--- src/hw/usb_ep0_defines.svh ---
// Purpose: register map, field positions and reset values of the EP0 block
// Assumes: included by bare name wherever the map is needed
// Notes: byte addresses, one aligned 32-bit word per register
// Functional notes
// - Host bus reset clears logic when enabled
// - Control writes blocked during enabled bus reset
// - Firmware sets stall; next setup clears it
// - Stall clear waits for config access end
// - Setup accepted in idle sets flag and raises interrupt if unmasked
// - Setup flag set forces NAK on IN
// - Flag clear never starts an unasked transmit
// - Enable bit clear resets module and transmit
// - Zero power control disables regulators
// - Read-only bus power valid status bit
`ifndef USB_EP0_DEFINES_SVH
`define USB_EP0_DEFINES_SVH

// Register byte offsets
`define A_CTRL      6'h00
`define A_PWR       6'h04
`define A_PLL_FLAG  6'h08
`define A_INT_STAT  6'h0c
`define A_INT_MASK  6'h10
`define A_IN_CFG    6'h14
`define A_OUT_CFG   6'h18
`define A_STATUS    6'h1c

// Control register fields
`define CTRL_EN     0
`define CTRL_FRST   1
`define CTRL_PLLEN  2
`define CTRL_RST    3'h0

// Power control, two regulator enables
`define PWR_RST     2'h0

// Interrupt status and mask fields
`define INT_BUSRST  0
`define INT_SUSP    1
`define INT_SETUP   2
`define INT_IN0     3
`define INT_OUT0    4

// PLL flag fields
`define PLL_UNLOCK  0
`define PLL_LOST    1

// Endpoint 0 configuration fields
`define CFG_EN      0
`define CFG_STALL   1
`define CFG_NAK     2
`define CFG_RST     3'h0

`endif

--- src/hw/usb_ep0_pkg.sv ---
// Purpose: shared types of the EP0 control block
// Assumes: used by scoped name only
// Notes: link state codes are one-hot
package usb_ep0_pkg;

  // Token kinds from the serial engine
  typedef enum logic [1:0] {
    TOK_SETUP = 2'h0,
    TOK_IN    = 2'h1,
    TOK_OUT   = 2'h2
  } tok_kind_t;

  // Handshake answers
  typedef enum logic [1:0] {
    HS_ACK   = 2'h0,
    HS_NAK   = 2'h1,
    HS_STALL = 2'h2
  } hs_t;

  // Link states
  typedef enum logic [3:0] {
    ST_OFF   = 4'h1,
    ST_RESET = 4'h2,
    ST_IDLE  = 4'h4,
    ST_TX    = 4'h8
  } link_state_t;

endpackage

--- src/hw/sticky_flags.sv ---
// Purpose: bank of sticky flags set by hardware, cleared by a clear vector
// Assumes: one clock, synchronous active-low reset
// Notes: a set in the clearing cycle wins
`timescale 1ns/1ps
module sticky_flags #(
  parameter int W = 5
) (
  input  wire logic         clk,
  input  wire logic         rst_n,
  input  wire logic [W-1:0] set,
  input  wire logic [W-1:0] clr,
  output logic      [W-1:0] flags
);

  logic [W-1:0] flag_q;  // Flag state

  // One flip-flop per flag
  genvar i;
  generate
    for (i = 0; i < W; i++) begin : g_bit
      always_ff @(posedge clk) begin
        if (!rst_n) begin
          flag_q[i] <= 1'b0;
        end else if (set[i]) begin
          flag_q[i] <= 1'b1;  // Event never lost to a clear
        end else if (clr[i]) begin
          flag_q[i] <= 1'b0;
        end
      end
    end
  endgenerate

  assign flags = flag_q;

endmodule

--- src/hw/ep0_cfg.sv ---
// Purpose: one endpoint 0 configuration register with held stall clear
// Assumes: busy is high for every cycle of a bus access to this register
// Notes: a setup seen during an access is remembered until it ends
`timescale 1ns/1ps
`include "usb_ep0_defines.svh"
module ep0_cfg (
  input  wire logic       clk,
  input  wire logic       rst_n,
  input  wire logic       clr,
  input  wire logic       wr,
  input  wire logic [2:0] wdata,
  input  wire logic       busy,
  input  wire logic       setup,
  output logic      [2:0] cfg
);

  logic [2:0] cfg_q;   // Enable, stall, NAK
  logic       pend_q;  // Stall clear waiting for access end

  // Register contents
  always_ff @(posedge clk) begin
    if (!rst_n || clr) begin
      cfg_q <= `CFG_RST;
    end else if (wr) begin
      cfg_q <= wdata;
    end else if ((setup || pend_q) && !busy) begin
      cfg_q[`CFG_STALL] <= 1'b0;
    end
  end

  // Remember a setup that arrived mid-access
  always_ff @(posedge clk) begin
    if (!rst_n || clr) begin
      pend_q <= 1'b0;
    end else if (setup && busy) begin
      pend_q <= 1'b1;
    end else if (!busy) begin
      pend_q <= 1'b0;
    end
  end

  assign cfg = cfg_q;

endmodule

--- src/hw/usb_ep0_ctrl.sv ---
// Purpose: EP0 control transfer and bus reset logic with Avalon-MM registers
// Assumes: token strobes are synchronous to clk, one cycle each
// Notes: every bus access takes exactly one wait cycle
//
// The address map and the Avalon-MM slave port were chosen for this implementation.
`timescale 1ns/1ps
`include "usb_ep0_defines.svh"
module usb_ep0_ctrl (
  input  wire logic                    clk,
  input  wire logic                    rst_n,
  // Avalon-MM slave
  input  wire logic [5:0]              avs_address,
  input  wire logic                    avs_read,
  input  wire logic                    avs_write,
  input  wire logic [31:0]             avs_writedata,
  output logic      [31:0]             avs_readdata,
  output logic                         avs_waitrequest,
  output logic                         irq,
  // Link side, from the serial engine
  input  wire logic                    bus_reset,
  input  wire logic                    suspend_req,
  input  wire logic                    tok_valid,
  input  usb_ep0_pkg::tok_kind_t       tok_kind,
  input  wire logic                    tok_ep0,
  input  wire logic                    tx_done,
  output logic                         hs_valid,
  output usb_ep0_pkg::hs_t             hs_code,
  output logic                         tx_start,
  output logic                         tx_busy,
  // Analogue side
  input  wire logic                    vbus_present,
  input  wire logic                    pll_locked,
  output logic                         pll_en,
  output logic      [1:0]              ldo_en
);

  // Decode of the registers that bus reset may lock
  function automatic logic lockable(input logic [5:0] a);
    lockable = (a == `A_CTRL) || (a == `A_IN_CFG) || (a == `A_OUT_CFG);
  endfunction

  // Bus slave state
  logic        wait_q;       // Waitrequest, high between accesses
  logic [31:0] rdata_q;      // Read data register
  logic        req;          // A request is on the bus
  logic        commit;       // Edge at which the access completes
  logic        wr_ok;        // Write takes effect this edge
  logic        lock;         // Control writes blocked

  // Software registers
  logic [2:0]  ctrl_q;       // Enable, reset connect, PLL enable
  logic [1:0]  pwr_q;        // Regulator enables
  logic [4:0]  mask_q;       // Interrupt mask
  logic        irq_q;        // Interrupt output
  logic        vbus_ok_q;    // Bus power valid status

  // Link state
  usb_ep0_pkg::link_state_t state_q;
  usb_ep0_pkg::link_state_t state_d;
  logic        bus_reset_q;  // Previous bus reset level
  logic        locked_q;     // Previous PLL lock level
  logic        soft_rst;     // Module-level reset of link logic
  logic        hs_valid_q;   // Handshake strobe
  usb_ep0_pkg::hs_t hs_code_q;
  logic        tx_start_q;   // Data transmit strobe
  logic        tok;          // EP0 token accepted this cycle
  logic        setup_evt;    // Setup token accepted
  logic        out_ack;      // OUT token acknowledged

  // Flag banks and endpoint configuration
  logic [4:0]  int_set;
  logic [4:0]  int_clr;
  logic [4:0]  int_flags;
  logic [1:0]  pll_set;
  logic [1:0]  pll_clr;
  logic [1:0]  pll_flags;
  logic [2:0]  in_cfg;
  logic [2:0]  out_cfg;
  logic        in_busy;      // Access to IN config in progress
  logic        out_busy;     // Access to OUT config in progress
  logic        in_wr;
  logic        out_wr;

  // Request decode
  assign req    = avs_read || avs_write;
  assign commit = req && !wait_q;
  assign lock   = ctrl_q[`CTRL_FRST] && bus_reset;
  // Writes to locked registers complete but are dropped
  assign wr_ok  = commit && avs_write &&
                  !(lock && lockable(avs_address));

  // Link logic is cleared by disable or by host reset when connected
  assign soft_rst = !ctrl_q[`CTRL_EN] || lock;

  // Waitrequest drops for one cycle after a request appears
  always_ff @(posedge clk) begin
    if (!rst_n) begin
      wait_q <= 1'b1;
    end else if (req && wait_q) begin
      wait_q <= 1'b0;
    end else begin
      wait_q <= 1'b1;
    end
  end

  // Read data captured in the wait cycle, standing at the commit edge
  always_ff @(posedge clk) begin
    if (!rst_n) begin
      rdata_q <= 32'h0;
    end else if (avs_read && wait_q) begin
      case (avs_address)
        `A_CTRL:     rdata_q <= {29'h0, ctrl_q};
        `A_PWR:      rdata_q <= {30'h0, pwr_q};
        `A_PLL_FLAG: rdata_q <= {30'h0, pll_flags};
        `A_INT_STAT: rdata_q <= {27'h0, int_flags};
        `A_INT_MASK: rdata_q <= {27'h0, mask_q};
        `A_IN_CFG:   rdata_q <= {29'h0, in_cfg};
        `A_OUT_CFG:  rdata_q <= {29'h0, out_cfg};
        `A_STATUS:   rdata_q <= {27'h0, state_q, vbus_ok_q};
        default:     rdata_q <= 32'h0;        // Unmapped reads zero
      endcase
    end
  end

  // Control register
  always_ff @(posedge clk) begin
    if (!rst_n) begin
      ctrl_q <= `CTRL_RST;
    end else if (wr_ok && avs_address == `A_CTRL) begin
      ctrl_q <= avs_writedata[2:0];
    end
  end

  // Power control; all zero shuts both regulators off
  always_ff @(posedge clk) begin
    if (!rst_n) begin
      pwr_q <= `PWR_RST;
    end else if (wr_ok && avs_address == `A_PWR) begin
      pwr_q <= avs_writedata[1:0];
    end
  end

  // Interrupt mask
  always_ff @(posedge clk) begin
    if (!rst_n) begin
      mask_q <= 5'h0;
    end else if (wr_ok && avs_address == `A_INT_MASK) begin
      mask_q <= avs_writedata[4:0];
    end
  end

  // Bus power valid needs both the pin and powered detection
  always_ff @(posedge clk) begin
    if (!rst_n) begin
      vbus_ok_q <= 1'b0;
    end else begin
      vbus_ok_q <= vbus_present && (pwr_q != 2'h0);
    end
  end

  // Edge history for bus reset and PLL lock
  always_ff @(posedge clk) begin
    if (!rst_n) begin
      bus_reset_q <= 1'b0;
      locked_q    <= 1'b0;
    end else begin
      bus_reset_q <= bus_reset;
      locked_q    <= pll_locked;
    end
  end

  // Interrupt events
  always_comb begin
    int_set              = 5'h0;
    int_set[`INT_BUSRST] = bus_reset && !bus_reset_q;
    int_set[`INT_SUSP]   = suspend_req && ctrl_q[`CTRL_EN];
    int_set[`INT_SETUP]  = setup_evt;
    int_set[`INT_IN0]    = (state_q == usb_ep0_pkg::ST_TX) && tx_done;
    int_set[`INT_OUT0]   = out_ack;
  end

  // Write one to clear; setup, IN0 and OUT0 flags also drop under module reset
  always_comb begin
    int_clr = 5'h0;
    if (wr_ok && avs_address == `A_INT_STAT) begin
      int_clr = avs_writedata[4:0];
    end
    if (soft_rst) begin
      int_clr = int_clr | 5'h1c;
    end
  end

  sticky_flags #(
    .W     (5)
  ) u_int_flags (
    .clk   (clk),
    .rst_n (rst_n),
    .set   (int_set),
    .clr   (int_clr),
    .flags (int_flags)
  );

  // Unlock flag re-sets while unlocked, so a zero readback means stable
  always_comb begin
    pll_set              = 2'h0;
    pll_set[`PLL_UNLOCK] = ctrl_q[`CTRL_PLLEN] && !pll_locked;
    pll_set[`PLL_LOST]   = ctrl_q[`CTRL_PLLEN] && locked_q && !pll_locked;
    pll_clr              = 2'h0;
    if (wr_ok && avs_address == `A_PLL_FLAG) begin
      pll_clr = ~avs_writedata[1:0];  // Writing zero clears
    end
  end

  sticky_flags #(
    .W     (2)
  ) u_pll_flags (
    .clk   (clk),
    .rst_n (rst_n),
    .set   (pll_set),
    .clr   (pll_clr),
    .flags (pll_flags)
  );

  // Interrupt output, level while any unmasked flag is set
  always_ff @(posedge clk) begin
    if (!rst_n) begin
      irq_q <= 1'b0;
    end else begin
      irq_q <= |(int_flags & mask_q);
    end
  end

  // Endpoint 0 configuration registers
  assign in_busy  = req && avs_address == `A_IN_CFG;
  assign out_busy = req && avs_address == `A_OUT_CFG;
  assign in_wr    = wr_ok && avs_address == `A_IN_CFG;
  assign out_wr   = wr_ok && avs_address == `A_OUT_CFG;

  ep0_cfg u_in_cfg (
    .clk   (clk),
    .rst_n (rst_n),
    .clr   (soft_rst),
    .wr    (in_wr),
    .wdata (avs_writedata[2:0]),
    .busy  (in_busy),
    .setup (setup_evt),
    .cfg   (in_cfg)
  );

  ep0_cfg u_out_cfg (
    .clk   (clk),
    .rst_n (rst_n),
    .clr   (soft_rst),
    .wr    (out_wr),
    .wdata (avs_writedata[2:0]),
    .busy  (out_busy),
    .setup (setup_evt),
    .cfg   (out_cfg)
  );

  // Token acceptance only when idle on an enabled module
  assign tok       = tok_valid && tok_ep0 && (state_q == usb_ep0_pkg::ST_IDLE);
  assign setup_evt = tok && tok_kind == usb_ep0_pkg::TOK_SETUP;
  assign out_ack   = tok && tok_kind == usb_ep0_pkg::TOK_OUT && out_cfg[`CFG_EN] &&
                     !out_cfg[`CFG_STALL] && !out_cfg[`CFG_NAK];

  // Next link state
  always_comb begin
    state_d = state_q;
    case (state_q)
      usb_ep0_pkg::ST_OFF: begin
        state_d = usb_ep0_pkg::ST_IDLE;
      end
      usb_ep0_pkg::ST_RESET: begin
        state_d = usb_ep0_pkg::ST_IDLE;
      end
      usb_ep0_pkg::ST_IDLE: begin
        // Transmit only in answer to an accepted IN token
        if (tok && tok_kind == usb_ep0_pkg::TOK_IN && in_cfg[`CFG_EN] &&
            !int_flags[`INT_SETUP] && !in_cfg[`CFG_STALL] && !in_cfg[`CFG_NAK]) begin
          state_d = usb_ep0_pkg::ST_TX;
        end
      end
      usb_ep0_pkg::ST_TX: begin
        if (tx_done) begin
          state_d = usb_ep0_pkg::ST_IDLE;
        end
      end
      default: begin
        state_d = usb_ep0_pkg::ST_OFF;  // Illegal code recovers
      end
    endcase
  end

  // State register; disable or connected bus reset overrides all
  always_ff @(posedge clk) begin
    if (!rst_n) begin
      state_q <= usb_ep0_pkg::ST_OFF;
    end else if (!ctrl_q[`CTRL_EN]) begin
      state_q <= usb_ep0_pkg::ST_OFF;
    end else if (lock) begin
      state_q <= usb_ep0_pkg::ST_RESET;
    end else begin
      state_q <= state_d;
    end
  end

  // Handshake answer, decided from the flags at the token cycle.
  // Sampling once per token keeps a racing flag clear harmless.
  always_ff @(posedge clk) begin
    if (!rst_n || soft_rst) begin
      hs_valid_q <= 1'b0;
      hs_code_q  <= usb_ep0_pkg::HS_ACK;
    end else if (tok) begin
      case (tok_kind)
        usb_ep0_pkg::TOK_SETUP: begin
          hs_valid_q <= 1'b1;                                  // Setup always taken
          hs_code_q  <= usb_ep0_pkg::HS_ACK;
        end
        usb_ep0_pkg::TOK_IN: begin
          hs_valid_q <= in_cfg[`CFG_EN] &&
                        (int_flags[`INT_SETUP] || in_cfg[`CFG_STALL] || in_cfg[`CFG_NAK]);
          if (int_flags[`INT_SETUP]) begin
            hs_code_q <= usb_ep0_pkg::HS_NAK;
          end else if (in_cfg[`CFG_STALL]) begin
            hs_code_q <= usb_ep0_pkg::HS_STALL;
          end else if (in_cfg[`CFG_NAK]) begin
            hs_code_q <= usb_ep0_pkg::HS_NAK;
          end else begin
            hs_code_q <= usb_ep0_pkg::HS_ACK;  // No handshake, code rests at zero
          end
        end
        usb_ep0_pkg::TOK_OUT: begin
          hs_valid_q <= out_cfg[`CFG_EN];  // Disabled endpoint stays silent
          if (out_cfg[`CFG_STALL]) begin
            hs_code_q <= usb_ep0_pkg::HS_STALL;
          end else if (out_cfg[`CFG_NAK]) begin
            hs_code_q <= usb_ep0_pkg::HS_NAK;
          end else begin
            hs_code_q <= usb_ep0_pkg::HS_ACK;
          end
        end
        default: begin
          hs_valid_q <= 1'b0;
        end
      endcase
    end else begin
      hs_valid_q <= 1'b0;
      hs_code_q  <= usb_ep0_pkg::HS_ACK;  // Code is zero between handshakes
    end
  end

  // Transmit strobe only on the entry into the transmit state
  always_ff @(posedge clk) begin
    if (!rst_n || soft_rst) begin
      tx_start_q <= 1'b0;
    end else begin
      tx_start_q <= (state_q == usb_ep0_pkg::ST_IDLE) &&
                    (state_d == usb_ep0_pkg::ST_TX);
    end
  end

  // Outputs straight from flip-flops
  assign avs_readdata    = rdata_q;
  assign avs_waitrequest = wait_q;
  assign irq             = irq_q;
  assign hs_valid        = hs_valid_q;
  assign hs_code         = hs_code_q;
  assign tx_start        = tx_start_q;
  assign tx_busy         = state_q[3];                          // One-hot TX bit
  assign pll_en          = ctrl_q[`CTRL_PLLEN];
  assign ldo_en          = pwr_q;

endmodule

--- config.mk ---
export PLATFORM = sky130hd
export DESIGN_NAME = usb_ep0_ctrl
export DESIGN_NICKNAME = d
export VERILOG_FILES = /design/src/hw/usb_ep0_pkg.sv /design/src/hw/sticky_flags.sv /design/src/hw/ep0_cfg.sv /design/src/hw/usb_ep0_ctrl.sv
export VERILOG_INCLUDE_DIRS = /design/src /design/src/hw
export SDC_FILE = /design/constraint.sdc
export NUM_CORES = 1
export LEC_CHECK = 0
export BUFFER_PORTS_ARGS = -buffer_cell sky130_fd_sc_hd__buf_4
export CORE_MARGIN = 8
export CORE_UTILIZATION = 49
export DETAILED_ROUTE_END_ITERATION = 8
export PLACE_DENSITY_LB_ADDON = 0.3
export RECOVER_POWER = 50
export SYNTH_ARGS = -nofsm -noshare
export SYNTH_HDL_FRONTEND = slang
export SYNTH_SLANG_ARGS = --single-unit
--- constraint.sdc ---
create_clock -name clk -period 1.7 [get_ports clk]
set_input_delay 0.085 -clock clk [delete_from_list [all_inputs] [get_ports clk]]
set_output_delay 0.085 -clock clk [all_outputs]
set_load 0.1 [all_outputs]
==> impl_metrics.tcl <==
set metrics [dict create \
    antenna_found_initial 0 \
    slew_violations 0 \
    final_cell_mix "41 x dfxtp_1, 27 x conb_1, 27 x buf_4" \
    fin_cells 366 \
    dp_cells 356 \
    io_buffers 38 \
    status "finished clean" \
    cp-end-kind "flop" \
    drc_errors 0 \
    synth_cell_type_count 51 \
    synthMuxAreaShare_pct 9.13 \
    post_dp_cell_area_sq_mm 0.00263 \
    post-route-period-util_pct 87.5 \
    p_leak_nw 1.20 \
    synth-seq-cells 43 \
    worst_ir_drop_vdd_mv 0.403 \
    worstMarginPinSlew_ns 0.546 \
    cts.reportedPaths.clkPinSlew_ns 0.08 \
    num_antenna_cells 0 \
    synth_edf_count 0 \
    vias_per_cell 5.46 \
    cap_violations 0 \
    postLayoutCellArea_sq_mm 0.00270 \
    syn_area_sq_mm 0.00237 \
    hold_end "vbus_ok_q" \
    fmax_mhz 672 \
    rrSetupSlack_ns 0.21 \
    area_growth_pct 14.1 \
    dieArea_sq_mm 0.00732 \
    path_class "reg2reg" \
    fin_ws_ns 0.212 \
    ant_nets 0 \
    synth_top_family_by_area "simple AND/OR/NAND/NOR gates" \
    clock-sinks 43 \
    synthCells 267 \
    cts_tree "built" \
    drtIter0Drc 188 \
    drive_above_1_share_pct 19.2 \
    start_util_pct 50.5 \
    synth_compound_area_share_pct 17.5 \
    grt_max_degree 30 \
    vias 1999 \
    nNetsFinal 368 \
    worstSetupStartpointType "flop" \
    clock-skew-final_ns 0.00683 \
    cp_max_fo 8 \
    utilization_pct 57.6 \
    grt_pass1_wl_microns 9640 \
    hold_viol 0 \
    powerDensity_mw_per_mm2 784 \
    rows 25 \
    min-delay-start "vbus_present" \
    cts_root_buffer "clkbuf_8" \
    hpwl_microns 4390 \
    finalCriticalPeriod_ns 1.49 \
    yosys.area_share.simple_pct 22.5 \
    critical_path_arrival_ns 1.69 \
    cts_made_buffers 5 \
    hold_depth 2 \
    rsz0062_at_grt "false" \
    ys_warn_count 0 \
    relSlewSlack_pct 63.7 \
    grt_usage_pct 16.5 \
    cts_max_path_buffers 2 \
    grt_pass1_vias 1996 \
    clk_latency_ns 0.30 \
    overflow 0 \
    routed_wl_microns 5760 \
    reg2reg_depth 4 \
    pre_cts_ws_ns 0.219 \
    die_h_microns 85.5 \
    drtPass1Iterations 6 \
    fill_cells 438 \
    tns_ns 0 \
    final_common_cell "dfxtp_1" \
    core_area_sq_mm 0.00469 \
    async_flop_share_pct 0 \
    yosys.area_share.xor_xnor_pct 0.370 \
    hp-class "in2reg" \
    die_w_microns 85.5 \
    r2r_start "state_q[3]" \
    wl_per_cell_microns 15.7 \
    setup-violations-final 0 \
    r2r-end "u_in_cfg.pend_q" \
    cp.required_ns 1.90 \
    ys_seq_area_share_pct 36.3 \
    synth_top_flop_cell "dfxtp_1" \
    synthAdderAreaFrac_pct 2.64 \
    syn_area_per_cell_sq_um 8.88 \
    gp_congestion 0.863 \
    ios 93 \
    h-tree-depth 2 \
]
[registers in the layout (all words and copies together) (netlist names), 2 cells and up]
| name | flops |
|---|---|
| hs_code | 2 |
| u_out_cfg.cfg | 3 |
| mask_q | 5 |
| ctrl_q | 3 |
| avs_readdata | 5 |
| u_pll_flags.flags | 2 |
| u_in_cfg.cfg | 3 |
| u_int_flags.flags | 5 |
| state_q | 4 |
| ldo_en | 2 |
[layout make-up]
| class | instances | area, sq um | share of cell area, % |
|---|---|---|---|
| timing repair buffer | 47 | 319 | 11.8 |
| inverter | 9 | 33.8 | 1.25 |
| sequential | 43 | 863 | 31.9 |
| multi-input combinational | 206 | 1330 | 49.3 |
| tap | 54 | 67.6 | 2.50 |
| clock inverter | 1 | 5.00 | 0.185 |
| clock buffer | 6 | 82.6 | 3.05 |
[kinds of logic (layout without fill, tap and decap cells)]
kind of cell | after synthesis | in the layout
mux | 21 | 21
buf+inv | 44 | 63
xor+xnor | 1 | 1
flops | 43 | 43
compound gates | 57 | 57
simple gates | 95 | 95
other cells | 1 | 27
fa+ha+maj | 5 | 5
[cells in the mapped netlist (all sizes together), types with 2 or more instances]
library cell	number	area, sq um
o22ai	2	12.5
a21oi	8	40.0
nand3	9	50.1
clkbuf	6	22.5
a21boi	7	52.6
and2	8	50.1
nor2b	17	106
o21ai	8	40.0
nor2	18	67.6
nand2	14	52.6
nand2b	2	12.5
o211ai	2	15.0
o21a	2	15.0
inv	9	33.8
nand4b	2	17.5
nor3	5	25.0
nand3b	2	15.0
dfxtp	43	861
buf	29	213
mux2i	16	160
a32o	3	30.0
and3b	2	17.5
nand4	6	37.5
or3	2	12.5
nor4	2	12.5
a221oi	2	17.5
o2111ai	2	17.5
ha	5	62.6
a211o	2	17.5
o22a	2	17.5
mux2	5	56.3
and3	4	25.0
a31oi	2	12.5
a22oi	4	30.0
[critical path, stage by stage, from the launching register on]
cell	delay [ns]
dfxtp_2	0.36
nor3_1	0.36
and3_1	0.36
nor2_1	0.08
nor4_1	0.23
[metrics by stage]
step / power [mW] / hold slack [ns]
2_1_floorplan: 1.43 / 0.193
3_3_place_gp: 1.47 / 0.294
3_5_place_dp: 1.47 / 0.301
4_1_cts: 2.13 / 0.00937
5_1_grt: 2.20 / 0.0166
6_report: 2.12 / 0.0130
[per-layer routing]
| metal | vias up | part of all wire [%] | track usage [%] |
|---|---|---|---|
| met2 | 66 | 46 | 26.1 |
| met3 | 6 | 6.7 | 5.16 |
| met1 | 933 | 46 | 20.7 |
| met5 | - | 0 | 0 |
| met4 | 0 | 0.83 | 5.25 |
| li1 | 994 | - | - |
[repair_timing]
item	CTS	global route
setup buffers	0	0
resized for setup	0	0
hold endpoints to repair	2	0
hold buffers	3	0
[how the worst max path moves through the flow]
stage	from	end	slack, ns	depth (start not counted)
3_3_place_gp	avs_address[4]	u_out_cfg.cfg[2]	0.31	5
3_5_place_dp	state_q[3]	u_in_cfg.pend_q	0.22	4
5_1_grt	state_q[3]	u_in_cfg.pend_q	0.09	4
4_1_cts	state_q[3]	u_in_cfg.pend_q	0.20	4
2_1_floorplan	ctrl_q[2]	avs_readdata[2]	0.07	4
6_report	state_q[3]	u_in_cfg.pend_q	0.21	4
[power breakdown]
| group | total, mW | internal (mW) | switching [mW] | leakage (nW) |
|---|---|---|---|---|
| clock | 0.669 | 0.319 | 0.349 | 0.0470 |
| combinational | 0.436 | 0.0749 | 0.361 | 0.809 |
| sequential | 1.02 | 1.01 | 0.00406 | 0.348 |
| total | 2.12 | 1.41 | 0.714 | 1.20 |
Power figures use the tool's default switching activity.
